File: src/core/launch_pkg.sv
// Shared constants and carrier types for the core launch sequencer.
// Assumes one system clock and a shared memory of longs reached through 16-bit byte addresses.
package launch_pkg;
  localparam int NUM_CORES = 8;
  localparam int CORE_ID_W = 3;
  localparam int TARGET_W = 4;
  localparam int COPY_LONGS = 496;
  localparam int LOCAL_ADDR_W = 9;
  localparam int HUB_ADDR_W = 16;
  localparam int DATA_W = 32;
  localparam int BOOT_PARAM_W = 16;
  localparam int BOOT_PARAM_LSB = 2;
  localparam int BOOT_PARAM_MSB = 15;
  localparam int LONG_BYTES = 4;
  localparam logic [LOCAL_ADDR_W-1:0] START_PC = 9'h000;
  localparam logic [7:0] RESULT_FAIL = 8'hff;
  localparam int LAUNCH_ACK_CYCLES = 1;

  typedef enum logic [2:0] {
    ST_IDLE = 3'b000,
    ST_PICK = 3'b001,
    ST_COPY = 3'b010,
    ST_DRAIN = 3'b011,
    ST_INIT = 3'b100,
    ST_REPLY = 3'b101
  } seq_state_type;

  typedef struct packed {
    logic targeted;
    logic [TARGET_W-1:0] target;
    logic [HUB_ADDR_W-1:0] routine_address;
    logic [DATA_W-1:0] boot_value;
  } launch_req_type;

  typedef struct packed {
    logic [CORE_ID_W-1:0] core;
    logic [LOCAL_ADDR_W-1:0] addr;
    logic [DATA_W-1:0] data;
  } ram_write_type;
endpackage

File: src/core/word_buffer.sv
// Two-entry buffer with valid and ready on both sides.
// Assumes producer and consumer share the system clock.
`timescale 1ns/1ps
module word_buffer import launch_pkg::*; #(
  parameter int WIDTH = 44,
  parameter int DEPTH = 2
) (
  input wire logic clk_in,
  input wire logic rst_n_in,
  input wire logic in_valid_in,
  output logic in_ready_out,
  input wire logic [WIDTH-1:0] in_data_in,
  output logic out_valid_out,
  input wire logic out_ready_in,
  output logic [WIDTH-1:0] out_data_out
);
  localparam int PW = $clog2(DEPTH);
  logic [WIDTH-1:0] mem_r [DEPTH];
  logic [PW-1:0] wr_r;
  logic [PW-1:0] rd_r;
  logic [PW:0] cnt_r;
  logic push;
  logic pop;

  assign in_ready_out = (cnt_r != (PW+1)'(DEPTH));
  assign out_valid_out = (cnt_r != '0);
  assign out_data_out = mem_r[rd_r];
  assign push = in_valid_in && in_ready_out;
  assign pop = out_valid_out && out_ready_in;

  always_ff @(posedge clk_in) begin
    if (push) begin
      mem_r[wr_r] <= in_data_in;
    end
  end

  always_ff @(posedge clk_in) begin
    if (!rst_n_in) begin
      wr_r <= '0;
      rd_r <= '0;
      cnt_r <= '0;
    end else begin
      if (push) begin
        wr_r <= (wr_r == PW'(DEPTH-1)) ? '0 : wr_r + 1'b1;
      end
      if (pop) begin
        rd_r <= (rd_r == PW'(DEPTH-1)) ? '0 : rd_r + 1'b1;
      end
      cnt_r <= cnt_r + (PW+1)'(push) - (PW+1)'(pop);
    end
  end
endmodule

File: src/core/core_pick.sv
// Finds the lowest-numbered dormant core.
// Assumes a one-hot-safe activity vector from the sequencer.
`timescale 1ns/1ps
module core_pick import launch_pkg::*; (
  input wire logic [NUM_CORES-1:0] active_in,
  output logic found_out,
  output logic [CORE_ID_W-1:0] id_out
);
  always_comb begin
    found_out = 1'b0;
    id_out = '0;
    for (int i = NUM_CORES - 1; i >= 0; i--) begin
      if (!active_in[i]) begin
        found_out = 1'b1;
        id_out = CORE_ID_W'(i);
      end
    end
  end
endmodule

File: src/core/core_launch_sequencer.sv
// Launch sequencer that starts processor cores on request of a running core.
// Assumes shared memory answers each read with MEM_RVALID_IN after any delay and cores load local RAM
// writes only on cycles where both their write strobe and RAM_READY_IN are high.
//
// Overview of operation
// Reply with started core ID 0 to 7, or minus one on failure.
// Untargeted request starts the next available core.
// Copy exactly 496 longs from routine address into local RAM.
// Load boot parameter register, clear other special registers before running.
// Started core begins executing at local address 0.
// Only parameter bits 2 through 15 reach the boot parameter register.
// Boot parameter bits 1 and 0 always read zero.
// Running code cannot write its boot parameter register.
// Requester shifts non-address values left by two, limited to 14 bits.
// Requester supplies a private stack region for interpreted code.
// A method-valued target is evaluated by the requester, giving the address.
// Targeted launch restarts that core; target above 7 picks next available.
// Stop request makes the addressed core dormant without clock.
// Failed untargeted launch changes no core state and no local RAM.
`timescale 1ns/1ps
module core_launch_sequencer import launch_pkg::*; (
  input wire logic MCLK_IN,
  input wire logic RST_N_IN,
  input wire logic REQ_VALID_IN,
  output logic REQ_READY_OUT,
  input wire launch_req_type REQ_IN,
  output logic REPLY_VALID_OUT,
  output logic [7:0] REPLY_ID_OUT,
  input wire logic STOP_VALID_IN,
  input wire logic [CORE_ID_W-1:0] STOP_ID_IN,
  output logic MEM_RD_OUT,
  output logic [HUB_ADDR_W-1:0] MEM_ADDR_OUT,
  input wire logic MEM_RVALID_IN,
  input wire logic [DATA_W-1:0] MEM_RDATA_IN,
  output logic RAM_WE_OUT,
  output ram_write_type RAM_WR_OUT,
  input wire logic RAM_READY_IN,
  output logic [NUM_CORES-1:0] CORE_CLK_EN_OUT,
  output logic [NUM_CORES-1:0] CORE_RESET_OUT,
  output logic [NUM_CORES*BOOT_PARAM_W-1:0] BOOT_PARAM_OUT,
  output logic [LOCAL_ADDR_W-1:0] START_PC_OUT
);
  localparam int RW = $bits(ram_write_type);

  seq_state_type state_r;
  launch_req_type req_r;
  logic [NUM_CORES-1:0] active_r;
  logic [NUM_CORES-1:0] reset_r;
  logic [BOOT_PARAM_W-1:0] boot_r [NUM_CORES];
  logic [CORE_ID_W-1:0] core_r;
  logic [LOCAL_ADDR_W-1:0] issued_r;
  logic [LOCAL_ADDR_W-1:0] written_r;
  logic rd_pend_r;
  logic reply_valid_r;
  logic [7:0] reply_id_r;
  logic free_found;
  logic [CORE_ID_W-1:0] free_id;
  logic buf_in_ready;
  logic buf_out_valid;
  logic [RW-1:0] buf_out;
  logic [RW-1:0] buf_in;
  logic issue;
  logic targeted_ok;

  core_pick u_pick (
    .active_in(active_r),
    .found_out(free_found),
    .id_out(free_id)
  );

  assign buf_in = {core_r, written_r, MEM_RDATA_IN};

  word_buffer #(
    .WIDTH(RW),
    .DEPTH(2)
  ) u_buf (
    .clk_in(MCLK_IN),
    .rst_n_in(RST_N_IN),
    .in_valid_in(MEM_RVALID_IN && rd_pend_r),
    .in_ready_out(buf_in_ready),
    .in_data_in(buf_in),
    .out_valid_out(buf_out_valid),
    .out_ready_in(RAM_READY_IN),
    .out_data_out(buf_out)
  );

  // The address arrives already resolved by the requester.
  assign REQ_READY_OUT = (state_r == ST_IDLE);
  // Targets above 7 fall back to the free search.
  assign targeted_ok = req_r.targeted && (req_r.target < TARGET_W'(NUM_CORES));
  // Reads are issued only while the buffer can take the answer.
  assign issue = (state_r == ST_COPY) && !rd_pend_r && buf_in_ready &&
                 (issued_r != LOCAL_ADDR_W'(COPY_LONGS));
  assign MEM_RD_OUT = issue;
  // Shared memory is walked one long at a time.
  assign MEM_ADDR_OUT = req_r.routine_address +
                        HUB_ADDR_W'({issued_r, 2'b00});
  assign RAM_WE_OUT = buf_out_valid;
  assign RAM_WR_OUT = buf_out;
  assign REPLY_VALID_OUT = reply_valid_r;
  assign REPLY_ID_OUT = reply_id_r;
  // Every core starts fetching at local address 0.
  assign START_PC_OUT = START_PC;

  // Dormant cores receive no clock enable.
  assign CORE_CLK_EN_OUT = active_r & ~reset_r;
  assign CORE_RESET_OUT = reset_r;

  // Boot parameters are driven only by the sequencer.
  generate
    for (genvar g = 0; g < NUM_CORES; g++) begin : g_boot
      assign BOOT_PARAM_OUT[g*BOOT_PARAM_W +: BOOT_PARAM_W] = boot_r[g];
    end
  endgenerate

  always_ff @(posedge MCLK_IN) begin
    if (!RST_N_IN) begin
      state_r <= ST_IDLE;
      req_r <= '0;
      core_r <= '0;
    end else begin
      case (state_r)
        ST_IDLE: begin
          if (REQ_VALID_IN) begin
            req_r <= REQ_IN;
            state_r <= ST_PICK;
          end
        end
        ST_PICK: begin
          if (targeted_ok) begin
            core_r <= req_r.target[CORE_ID_W-1:0];
            state_r <= ST_COPY;
          // Choose the next available core.
          end else if (free_found) begin
            core_r <= free_id;
            state_r <= ST_COPY;
          // No core free, so nothing is touched.
          end else begin
            state_r <= ST_REPLY;
          end
        end
        ST_COPY: begin
          if (issued_r == LOCAL_ADDR_W'(COPY_LONGS) && !rd_pend_r) begin
            state_r <= ST_DRAIN;
          end
        end
        ST_DRAIN: begin
          if (!buf_out_valid) begin
            state_r <= ST_INIT;
          end
        end
        ST_INIT: begin
          state_r <= ST_REPLY;
        end
        ST_REPLY: begin
          state_r <= ST_IDLE;
        end
        default: begin
          state_r <= ST_IDLE;
        end
      endcase
    end
  end

  always_ff @(posedge MCLK_IN) begin
    if (!RST_N_IN) begin
      issued_r <= '0;
      written_r <= '0;
      rd_pend_r <= 1'b0;
    end else begin
      if (state_r == ST_PICK) begin
        issued_r <= '0;
        written_r <= '0;
      end
      // Count exactly 496 reads and their answers.
      if (issue) begin
        issued_r <= issued_r + 1'b1;
        rd_pend_r <= 1'b1;
      end else if (MEM_RVALID_IN && rd_pend_r) begin
        rd_pend_r <= 1'b0;
        written_r <= written_r + 1'b1;
      end
    end
  end

  always_ff @(posedge MCLK_IN) begin
    if (!RST_N_IN) begin
      active_r <= '0;
      reset_r <= '0;
      for (int i = 0; i < NUM_CORES; i++) begin
        boot_r[i] <= '0;
      end
    end else begin
      // A stop request makes the core dormant.
      if (STOP_VALID_IN) begin
        active_r[STOP_ID_IN] <= 1'b0;
      end
      // The chosen core is stopped and held in reset while loading.
      if (state_r == ST_PICK && (targeted_ok || free_found)) begin
        active_r[targeted_ok ? req_r.target[CORE_ID_W-1:0] : free_id] <= 1'b1;
        reset_r[targeted_ok ? req_r.target[CORE_ID_W-1:0] : free_id] <= 1'b1;
      end
      // Load boot parameter and release reset, which clears other specials.
      if (state_r == ST_INIT) begin
        // Keep only bits 2 through 15.
        // Force the two low bits to zero.
        boot_r[core_r] <= {req_r.boot_value[BOOT_PARAM_MSB:BOOT_PARAM_LSB], 2'b00};
        reset_r[core_r] <= 1'b0;
      end
    end
  end

  always_ff @(posedge MCLK_IN) begin
    if (!RST_N_IN) begin
      reply_valid_r <= 1'b0;
      reply_id_r <= '0;
    end else begin
      reply_valid_r <= (state_r == ST_PICK && !targeted_ok && !free_found) ||
                       (state_r == ST_INIT);
      // Core ID on success, minus one on failure.
      if (state_r == ST_PICK && !targeted_ok && !free_found) begin
        reply_id_r <= RESULT_FAIL;
      end else if (state_r == ST_INIT) begin
        reply_id_r <= {5'h00, core_r};
      end
    end
  end
endmodule

File: config.mk
export PLATFORM = sky130hd
export DESIGN_NAME = core_launch_sequencer
export DESIGN_NICKNAME = d
export VERILOG_FILES = /design/src/core/launch_pkg.sv /design/src/core/word_buffer.sv /design/src/core/core_pick.sv /design/src/core/core_launch_sequencer.sv
export SDC_FILE = /design/constraint.sdc
export NUM_CORES = 1
export LEC_CHECK = 0
export BUFFER_PORTS_ARGS = -buffer_cell sky130_fd_sc_hd__buf_4
export CELL_PAD_IN_SITES_DETAIL_PLACEMENT = 0
export CELL_PAD_IN_SITES_GLOBAL_PLACEMENT = 2
export CORE_MARGIN = 4
export CORE_UTILIZATION = 31
export DETAILED_ROUTE_END_ITERATION = 8
export PLACE_DENSITY_LB_ADDON = 0.1
export SLEW_MARGIN = 20
export SYNTH_ARGS = -nofsm -noshare
export SYNTH_HDL_FRONTEND = slang
export SYNTH_SLANG_ARGS = --single-unit
File: constraint.sdc
create_clock -name MCLK_IN -period 4.28 [get_ports MCLK_IN]
set_input_delay 0 -clock MCLK_IN [delete_from_list [all_inputs] [get_ports MCLK_IN]]
set_output_delay 0 -clock MCLK_IN [all_outputs]
set_load 0.02 [all_outputs]
==> impl_metrics.toml, run 1 <==
[global_routing]
grt_max_degree = 61
grt_overflow = 0
antenna_found_initial = 0
first_global_vias = 8057
grt_first_pass_wirelength_microns = 49000
grt_usage_pct = 15.2

[route]
viasPerCell = 4.50
drtAntennaViolNets = 0
wirelength_microns = 32100
dr.pass1.iters = 4
drt_iter0_markers = 337
wl_per_cell_microns = 18.0
vias = 8006
drc_errors = 0

[clock_tree]
cts_tree = "done"
cts_root_buffer = "clkbuf_16"
clock_latency_ps = 500
numCtsBuffers = 35
cts_setup_buffers = 0
htreeDepth = 2
clk_pin_slew_ps = 50
clockBufferDepth = 3
cts.sinks = 286

[logic_synthesis]
synth_edf_count = 200
syn_area_sq_um = 11600
synth-async-reset-ratio_pct = 0
ys.flop_type = "edfxtp_1"
synth_top_area_share_pct = 51.7
ys_types = 55
yosysSeqAreaShare_pct = 66.5
synth_area_leaders = "edfxtp_1 52%, dfxtp_1 15%, and2_1 6.4%"
synth.avg_cell_area_sq_um = 12.6
synth_largest_area_cell = "edfxtp_1"
syn_inst = 922
yosys_warnings = 0
ys_ff_latch = 286

[power_and_ir_drop]
p_int_uw = 5330
pwr-share-seq_pct = 44.1
p_per_area_nw_per_um2 = 452
p_switching_uw = 1900
leakagePower_uw = 0.00640
p_comb_share_pct = 17.0
max-vdd-ir-drop_uv = 189
clockPowerShare_pct = 38.9
netSwitchingFraction_pct = 26.3

[worst_setup_path]
reg2reg_depth = 7
path_class = "register to output pin"
critPathRequiredTime_ps = 4280
worstPathCellList = "inv_1 > ha_1 > and4bb_2 > a2111oi_4 > buf_4"
cp_slowest_cell = "a2111oi_4"
path_depth = 5
path_max_fanout = 18
cp.arrival_ps = 2660
crit_family = "compound AO/OA/AOI/OAI gates"
cp-start-kind = "register"
slowest_delay_ps = 940
cp_num_buf_inv = 2
end_kind = "output pin"

[timing]
min_period_ps = 2660
timing_worst_slew_pin_value_ps = 1010
setup_viol = 0
post-route-period-util_pct = 62.2
hold_viol_final = 0
setup-tns-final_ps = 0
slew_violations = 0
rsz0062_at_grt = "no"
clock_skew_ps = 14.2
max_clock_freq_mhz = 376
setup_slack_ps = 1620
relSlewSlack_pct = 32.4

[worst_hold_path]
holdPathStages = 4
hold_path_class = "input port to register"

[placement]
place_ws_ps = 1620
gp_congestion = 0.736
hpwl_microns = 22500
dp_cells = 1639
port_buffers = 275

[floorplanning]
ios = 319
die_w_microns = 202
dieArea_sq_um = 40600
row_count = 70
start_util_pct = 31.6
dieHeight_microns = 202
core-area_sq_um = 36800

[cells_and_area]
final_cells = 1779
drive_gt1_share_pct = 30.2
mostFrequentLayoutCells = "291 x buf_4, 200 x edfxtp_1, 118 x and2_1"
layout_commonest_cell = "buf_4"
num-nets-final = 1395
area_growth_pct = 37.7

[run]
timing.max_cap.violations = 0

[outcome]
status = "finished clean"
==> cell usage after synthesis, drive strengths merged (2+ instances only) <==
master,n
or3,5
and2,119
inv,18
ha,14
o31ai,5
or3b,2
nand2b,10
nor2b,13
o21ai,21
clkbuf,30
mux2i,3
buf,36
nor3,7
nand2,111
o211ai,4
o21ba,2
a31oi,5
nor3b,2
and4,2
a211oi,4
dfxtp,86
edfxtp,200
a21oi,63
o22ai,6
nor2,37
mux2,45
nand3b,2
o2111ai,3
o31a,2
and3,6
nand4,4
xor2,11
xnor2,11
o21a,5
a21o,2
nand3,14
==> per-layer routing <==
metal	global-route usage, %	wire [microns]	up-vias
met1	21.8	15400	3818
met2	23.6	14300	223
met5	0	0	-
met4	3.54	573	0
li1	-	-	3928
met3	3.58	1840	37
==> state kept, by name, summed over array words and instances, names as in the netlist, named ones only <==
signal and count:
CORE_RESET_OUT 8, u_buf.cnt_r 2, active_r 8, boot_r 112, rd_pend_r 1, REPLY_ID_OUT 4, issued_r 9, u_buf.rd_r 1
REPLY_VALID_OUT 1, core_r 3, u_buf.mem_r 88, u_buf.wr_r 1, written_r 9, req_r 35, state_r 3
==> stage by stage <==
step / area [sq um] / hold WS, ps / utilization, % / power, uW
after floorplan: 11700 / 98.9 / - / 3930
after detailed placement: 14100 / 188 / 38.4 / 4430
after global placement: 14100 / 185 / 38.4 / 4430
final: 16000 / 64.5 / 43.5 / 7230
after global routing: 16000 / 91.2 / 43.5 / 7560
after CTS: 16000 / 51.3 / 43.5 / 7350
==> worst reg2reg max path, cell delays in order, from the launching register on <==
cell       delay [ps]
dfxtp_1           390
inv_1              90
ha_1              200
and4bb_2          260
a2111oi_4         940
nor2_1            280
a211oi_1          280
a211oi_1           70
==> final cells by class <==
type	instances	area, sq um
sequential	286	7730
multi-input combinational	575	3560
antenna	2	5.00
clock inverter	8	93.8
fill	3482	20800
timing repair buffer	369	2970
inverter	19	71.3
tap	468	586
clock buffer	52	991
==> repair_timing <==
| item | 4_1_cts | 5_1_grt |
|---|---|---|
| resized for setup | 0 | 0 |
| hold buffers | 78 | 0 |
| endpoints found under the hold margin | 119 | 0 |
| endpoints found under the setup margin | 0 | 0 |
==> power by group through the flow <==
stage               Sequential [uW]  Clock (uW)  Combinational, uW
global placement               3250           0               1180
CTS                            3190        2910               1250
floorplan                      3230           0                698
detailed placement             3250           0               1180
finish                         3190        2810               1230
global route                   3210        3020               1330
==> worst paths after layout <==
path | from | end | slack [ps]
worst max-delay path | issued_r[0] | MEM_RD_OUT | 1620
worst min-delay path | RAM_READY_IN | register | 60
worst max register to register | issued_r[0] | issued_r[4] | 1630
worst min register to register | req_r[49] | req_r[49] | 450
==> logic make-up after synthesis <==
group	after synthesis	share of synthesized area, %
buf+inv	85	3.83
xor+xnor	22	1.66
fa+ha+maj	15	1.68
mux	48	4.62
other cells	1	0.0323
simple gates	337	15.0
flops	286	66.5
compound gates	128	6.69
Note: power is estimated with default switching activity, not from simulation.
==> inputs of run 2 (changes only) <==
--- a/config.mk
+++ b/config.mk
@@ -9,7 +9,7 @@
 export CELL_PAD_IN_SITES_DETAIL_PLACEMENT = 0
 export CELL_PAD_IN_SITES_GLOBAL_PLACEMENT = 2
 export CORE_MARGIN = 4
-export CORE_UTILIZATION = 31
+export CORE_UTILIZATION = 34
 export DETAILED_ROUTE_END_ITERATION = 8
 export PLACE_DENSITY_LB_ADDON = 0.1
 export SLEW_MARGIN = 20
==> constraint.sdc (replaced) <==
create_clock -name MCLK_IN -period 2.79 [get_ports MCLK_IN]
set_input_delay 0 -clock MCLK_IN [delete_from_list [all_inputs] [get_ports MCLK_IN]]
set_output_delay 0 -clock MCLK_IN [all_outputs]
set_load 0.02 [all_outputs]
==> run 2 against run 1 <==
  * Utilization increased by 4.4 points
  * Cell count decreased by 0.73%
  * Worst hold slack got worse by 8.5 ps
  * Largest power group unchanged
  * Highest routed layer unchanged
==> impl_metrics.toml, run 2 (synthesized netlist as in run 1, its figures left out) <==
[outcome]
status = "finished clean"

[cells_and_area]
largestRegisters = "boot_r x112, u_buf.mem_r x88, req_r x35"
top_register = "boot_r"
largest_register_ffs = 112
nFillCells = 3070
num-nets-final = 1401
layout_commonest_cell = "buf_4"
mostFrequentLayoutCells = "298 x buf_4, 200 x edfxtp_1, 118 x and2_1"
drive_gt1_share_pct = 31.0
postLayoutCellArea_sq_um = 16100
area_growth_pct = 38.4
final_cells = 1766

[timing]
hold_viol_final = 0
setup_viol = 0
post-route-period-util_pct = 91.9
setup-tns-final_ps = 0
slew_violations = 0
min_period_ps = 2560
timing_worst_slew_pin_value_ps = 1040
rsz0062_at_grt = "no"
max_clock_freq_mhz = 390
clock_skew_ps = 12.0
relSlewSlack_pct = 30.2

[global_routing]
grt_usage_pct = 15.8
grt_first_pass_wirelength_microns = 45600
antenna_found_initial = 0
grt_max_degree = 61
first_global_vias = 7800
grt_overflow = 0

[worst_setup_path]
cp.arrival_ps = 2560
cp-start-kind = "register"
critPathRequiredTime_ps = 2790
end_kind = "output pin"
path_class = "register to output pin"
regToRegSetupSlack_ps = 330
path_max_fanout = 4

[power_and_ir_drop]
power.total_uw = 11200
p_per_area_nw_per_um2 = 697
max-vdd-ir-drop_uv = 380
leakagePower_uw = 0.00647

[route]
dr.pass1.iters = 4
vias = 7901
drt_iter0_markers = 252
viasPerCell = 4.47
wirelength_microns = 30600
drtAntennaViolNets = 0
drc_errors = 0
wl_per_cell_microns = 17.4

[clock_tree]
numCtsBuffers = 34
cts_tree = "done"
cts.sinks = 286
cts_root_buffer = "clkbuf_16"
clk_pin_slew_ps = 60
cts_resized = 0
clock_latency_ps = 500
clockBufferDepth = 3
htreeDepth = 2

[floorplanning]
die_w_microns = 193
core-area_sq_um = 33600
dieHeight_microns = 193
ios = 319
start_util_pct = 34.6
dieArea_sq_um = 37200
row_count = 67

[worst_hold_path]
hold_path_class = "input port to register"

[placement]
gp_congestion = 0.773
hpwl_microns = 21500
port_buffers = 275
dp_cells = 1627
dpl_cell_area_sq_um = 14200

[run]
timing.max_cap.violations = 0
-- run 2: changes by cell type in the layout (fill, tap and decap cells not counted), sizes merged --
cell	change
buf	+8
bufinv	+2
clkbuf	-9
clkinv	+7
clkinvlp	+1
diode	-1
dlygate4sd3	-1
-- run 2: repair_timing --
action	4_1_cts	5_1_grt
buffers inserted	0	0
hold buffers	77	0
hold endpoints to repair	119	0
-- run 2: layout make-up --
class / count / area, sq um / share of cell area [%]
tap: 448 / 561 / 3.48
sequential: 286 / 7730 / 48.0
clock buffer: 43 / 946 / 5.88
antenna: 1 / 2.50 / 0.0156
inverter: 19 / 71.3 / 0.443
multi-input combinational: 575 / 3560 / 22.1
clock inverter: 18 / 191 / 1.19
timing repair buffer: 376 / 3030 / 18.8
-- run 2: metal layers --
| layer | global-route usage, % | wire [microns] | vias up |
|---|---|---|---|
| met5 | 0 | 0 | - |
| met4 | 4.44 | 739 | 0 |
| met3 | 3.29 | 2200 | 44 |
| met2 | 24.8 | 13900 | 227 |
| met1 | 22.2 | 13800 | 3682 |
| li1 | - | - | 3948 |
-- run 2: worst paths after layout --
path / endpoint / cells after the start / from
worst max-delay path: MEM_ADDR_OUT[14] / 9 / issued_r[0]
worst min-delay path: register / 4 / RAM_READY_IN
worst max register to register: active_r[1] / 5 / active_r[4]
worst min register to register: req_r[50] / 2 / req_r[50]
-- run 2: stage by stage --
| stage | setup WS, ps | hold WS (ps) | util (%) |
|---|---|---|---|
| 6_report | 225 | 56.0 | 47.9 |
| 5_1_grt | 36.6 | 65.7 | 47.9 |
| 4_1_cts | 168 | 24.3 | 47.9 |
| 3_5_place_dp | 622 | 188 | 42.2 |
| 3_3_place_gp | 654 | 185 | 42.2 |
| 2_1_floorplan | 60.6 | 98.9 | - |
-- run 2: where the power goes --
| part | switching, uW | internal (uW) | leakage, uW |
|---|---|---|---|
| sequential | 215 | 4700 | 0.00267 |
| clock | 1690 | 2770 | 0.000555 |
| combinational | 989 | 853 | 0.00324 |
-- run 2: worst max-delay path: stages, from the launching register on --
cell	delay, ps
dfxtp_1	400
ha_1	190
inv_1	50
fa_1	390
nand2b_1	180
a21oi_1	220
o41a_1	190
o2111ai_1	120
xnor2_1	170
buf_4	160
==> inputs of run 3 (changes only) <==
--- a/config.mk
+++ b/config.mk
@@ -9,9 +9,10 @@
 export CELL_PAD_IN_SITES_DETAIL_PLACEMENT = 0
 export CELL_PAD_IN_SITES_GLOBAL_PLACEMENT = 2
 export CORE_MARGIN = 4
-export CORE_UTILIZATION = 34
+export CORE_UTILIZATION = 37
 export DETAILED_ROUTE_END_ITERATION = 8
 export PLACE_DENSITY_LB_ADDON = 0.1
+export SKIP_CTS_REPAIR_TIMING = 1
 export SLEW_MARGIN = 20
 export SYNTH_ARGS = -nofsm -noshare
 export SYNTH_HDL_FRONTEND = slang
==> constraint.sdc (replaced) <==
create_clock -name MCLK_IN -period 3 [get_ports MCLK_IN]
set_input_delay 0 -clock MCLK_IN [delete_from_list [all_inputs] [get_ports MCLK_IN]]
set_output_delay 0 -clock MCLK_IN [all_outputs]
set_load 0.02 [all_outputs]
==> run 3 against run 2 <==
  * The flow now finishes with violations (hold timing)
  * Die area shrank 7.8%
  * Worst setup slack improved by 200 ps
  * Final area fell by 1.3%
  * Worst hold slack worse by 98 ps
  * Register-to-register slack improved by 450 ps
  * Largest cell class unchanged
  * Highest routed layer unchanged
==> impl_metrics.toml, run 3 (synthesized netlist as in run 1, its figures left out) <==
[outcome]
status = "complete, but fails checks"
violations = "hold timing"

[power_and_ir_drop]
p_per_area_nw_per_um2 = 638
leakagePower_uw = 0.00640
max-vdd-ir-drop_uv = 369

[placement]
hpwl_microns = 21300
gp_congestion = 0.751
port_buffers = 275
dpl_cell_area_sq_um = 14100

[timing]
clock_skew_ps = 12.8
hold_viol_final = 1
hold_ws_ps = -42.2
max_clock_freq_mhz = 389
min_period_ps = 2570
setup_viol = 0
rsz0062_at_grt = "no"
post-route-period-util_pct = 85.7
setup-tns-final_ps = 0
timing_worst_slew_pin_value_ps = 748
relSlewSlack_pct = 50.0
slew_violations = 0

[clock_tree]
numCtsBuffers = 34
cts.sinks = 286
clockBufferDepth = 3
clock_latency_ps = 500
cts_root_buffer = "clkbuf_16"
cts_tree = "done"
htreeDepth = 2
clk_pin_slew_ps = 50

[floorplanning]
start_util_pct = 37.8
dieArea_sq_um = 34300
ios = 319
core-area_sq_um = 30700
dieHeight_microns = 185
row_count = 64
die_w_microns = 185

[cells_and_area]
top_register = "boot_r"
area_growth_pct = 36.6
largestRegisters = "boot_r x112, u_buf.mem_r x88, req_r x35"
postLayoutCellArea_sq_um = 15900
num-nets-final = 1396
nFillCells = 2773
layout_commonest_cell = "buf_4"
drive_gt1_share_pct = 30.4
mostFrequentLayoutCells = "297 x buf_4, 200 x edfxtp_1, 118 x and2_1"
post-route-util_pct = 51.6
largest_register_ffs = 112

[worst_setup_path]
worstPathCellList = "ha_1 > nand3_1 > o2111ai_1 > o2111ai_1 > a21oi_1 > xor2_1 > buf_4"
critPathRequiredTime_ps = 3000
cp-start-kind = "register"
slowest_delay_ps = 400
path_common_cell = "o2111ai_1"
path_class = "register to output pin"
end_kind = "output pin"
cp_num_buf_inv = 1
cp.arrival_ps = 2570
reg2reg_depth = 7
path_max_fanout = 9
crit_family = "compound AO/OA/AOI/OAI gates"
path_depth = 7
cp_slowest_cell = "ha_1"

[worst_hold_path]
hold_path_class = "input port to register"
holdPathStages = 5

[route]
wl_per_cell_microns = 18.1
drt_iter0_markers = 340
wirelength_microns = 30800
vias = 7935
dr.pass1.iters = 4
drc_errors = 0
viasPerCell = 4.65
drtAntennaViolNets = 0

[global_routing]
first_global_vias = 7600
antenna_found_initial = 0
grt_overflow = 0
grt_usage_pct = 16.8
grt_max_degree = 61
grt_first_pass_wirelength_microns = 44700

[run]
timing.max_cap.violations = 0
==> run 3: changes by cell type in the layout (fill, tap and decap cells not counted), sizes merged <==
cell and change:
clkinvlp -2, clkinv -5, buf -2, bufinv -3, dlygate4sd3 -3, clkbuf +8
==> run 3: final timing paths <==
check                from                to  slack (ps)
min          REQ_VALID_IN        state_r[1]         -40
max           issued_r[3]  MEM_ADDR_OUT[15]         430
min reg2reg     req_r[50]         req_r[50]         460
max reg2reg   issued_r[1]       issued_r[5]         780
==> run 3: cell type report <==
| cell class | instances | area [sq um] | share of cell area, % |
|---|---|---|---|
| multi-input combinational | 575 | 3570 | 22.5 |
| clock buffer | 51 | 977 | 6.16 |
| sequential | 286 | 7730 | 48.7 |
| clock inverter | 8 | 63.8 | 0.402 |
| inverter | 19 | 71.3 | 0.449 |
| tap | 396 | 495 | 3.12 |
| antenna | 1 | 2.50 | 0.0158 |
| timing repair buffer | 371 | 2970 | 18.7 |
==> run 3: routing by layer <==
metal  GRT usage, %  up-vias  share of wire [%]
met5              0        -                  0
met4           4.64        0                2.2
met3           4.65       46                6.9
met2           26.6      243                 46
met1           23.0     3709                 45
li1               -     3937                  -
==> run 3: metrics by stage <==
stage               total power (uW)  hold slack (ps)  worst slack [ps]  instances
floorplan                       5610             98.9               271        946
global placement                6300              185               836       1573
detailed placement              6310              190               774       1573
CTS                            10200             -342               375       1632
global route                   10600             47.2               199       1706
finish                         10100            -42.2               430       1707
==> run 3: power breakdown <==
| group | switching [uW] | internal, uW | total (uW) |
|---|---|---|---|
| Combinational | 978 | 784 | 1760 |
| Sequential | 145 | 4370 | 4520 |
| Clock | 1520 | 2330 | 3850 |
==> run 3: tightest hold or removal path: stages <==
cell and delay, ps:
buf_4 100, nor2_1 40, nand2_1 50, nand3_1 100, a21oi_1 110
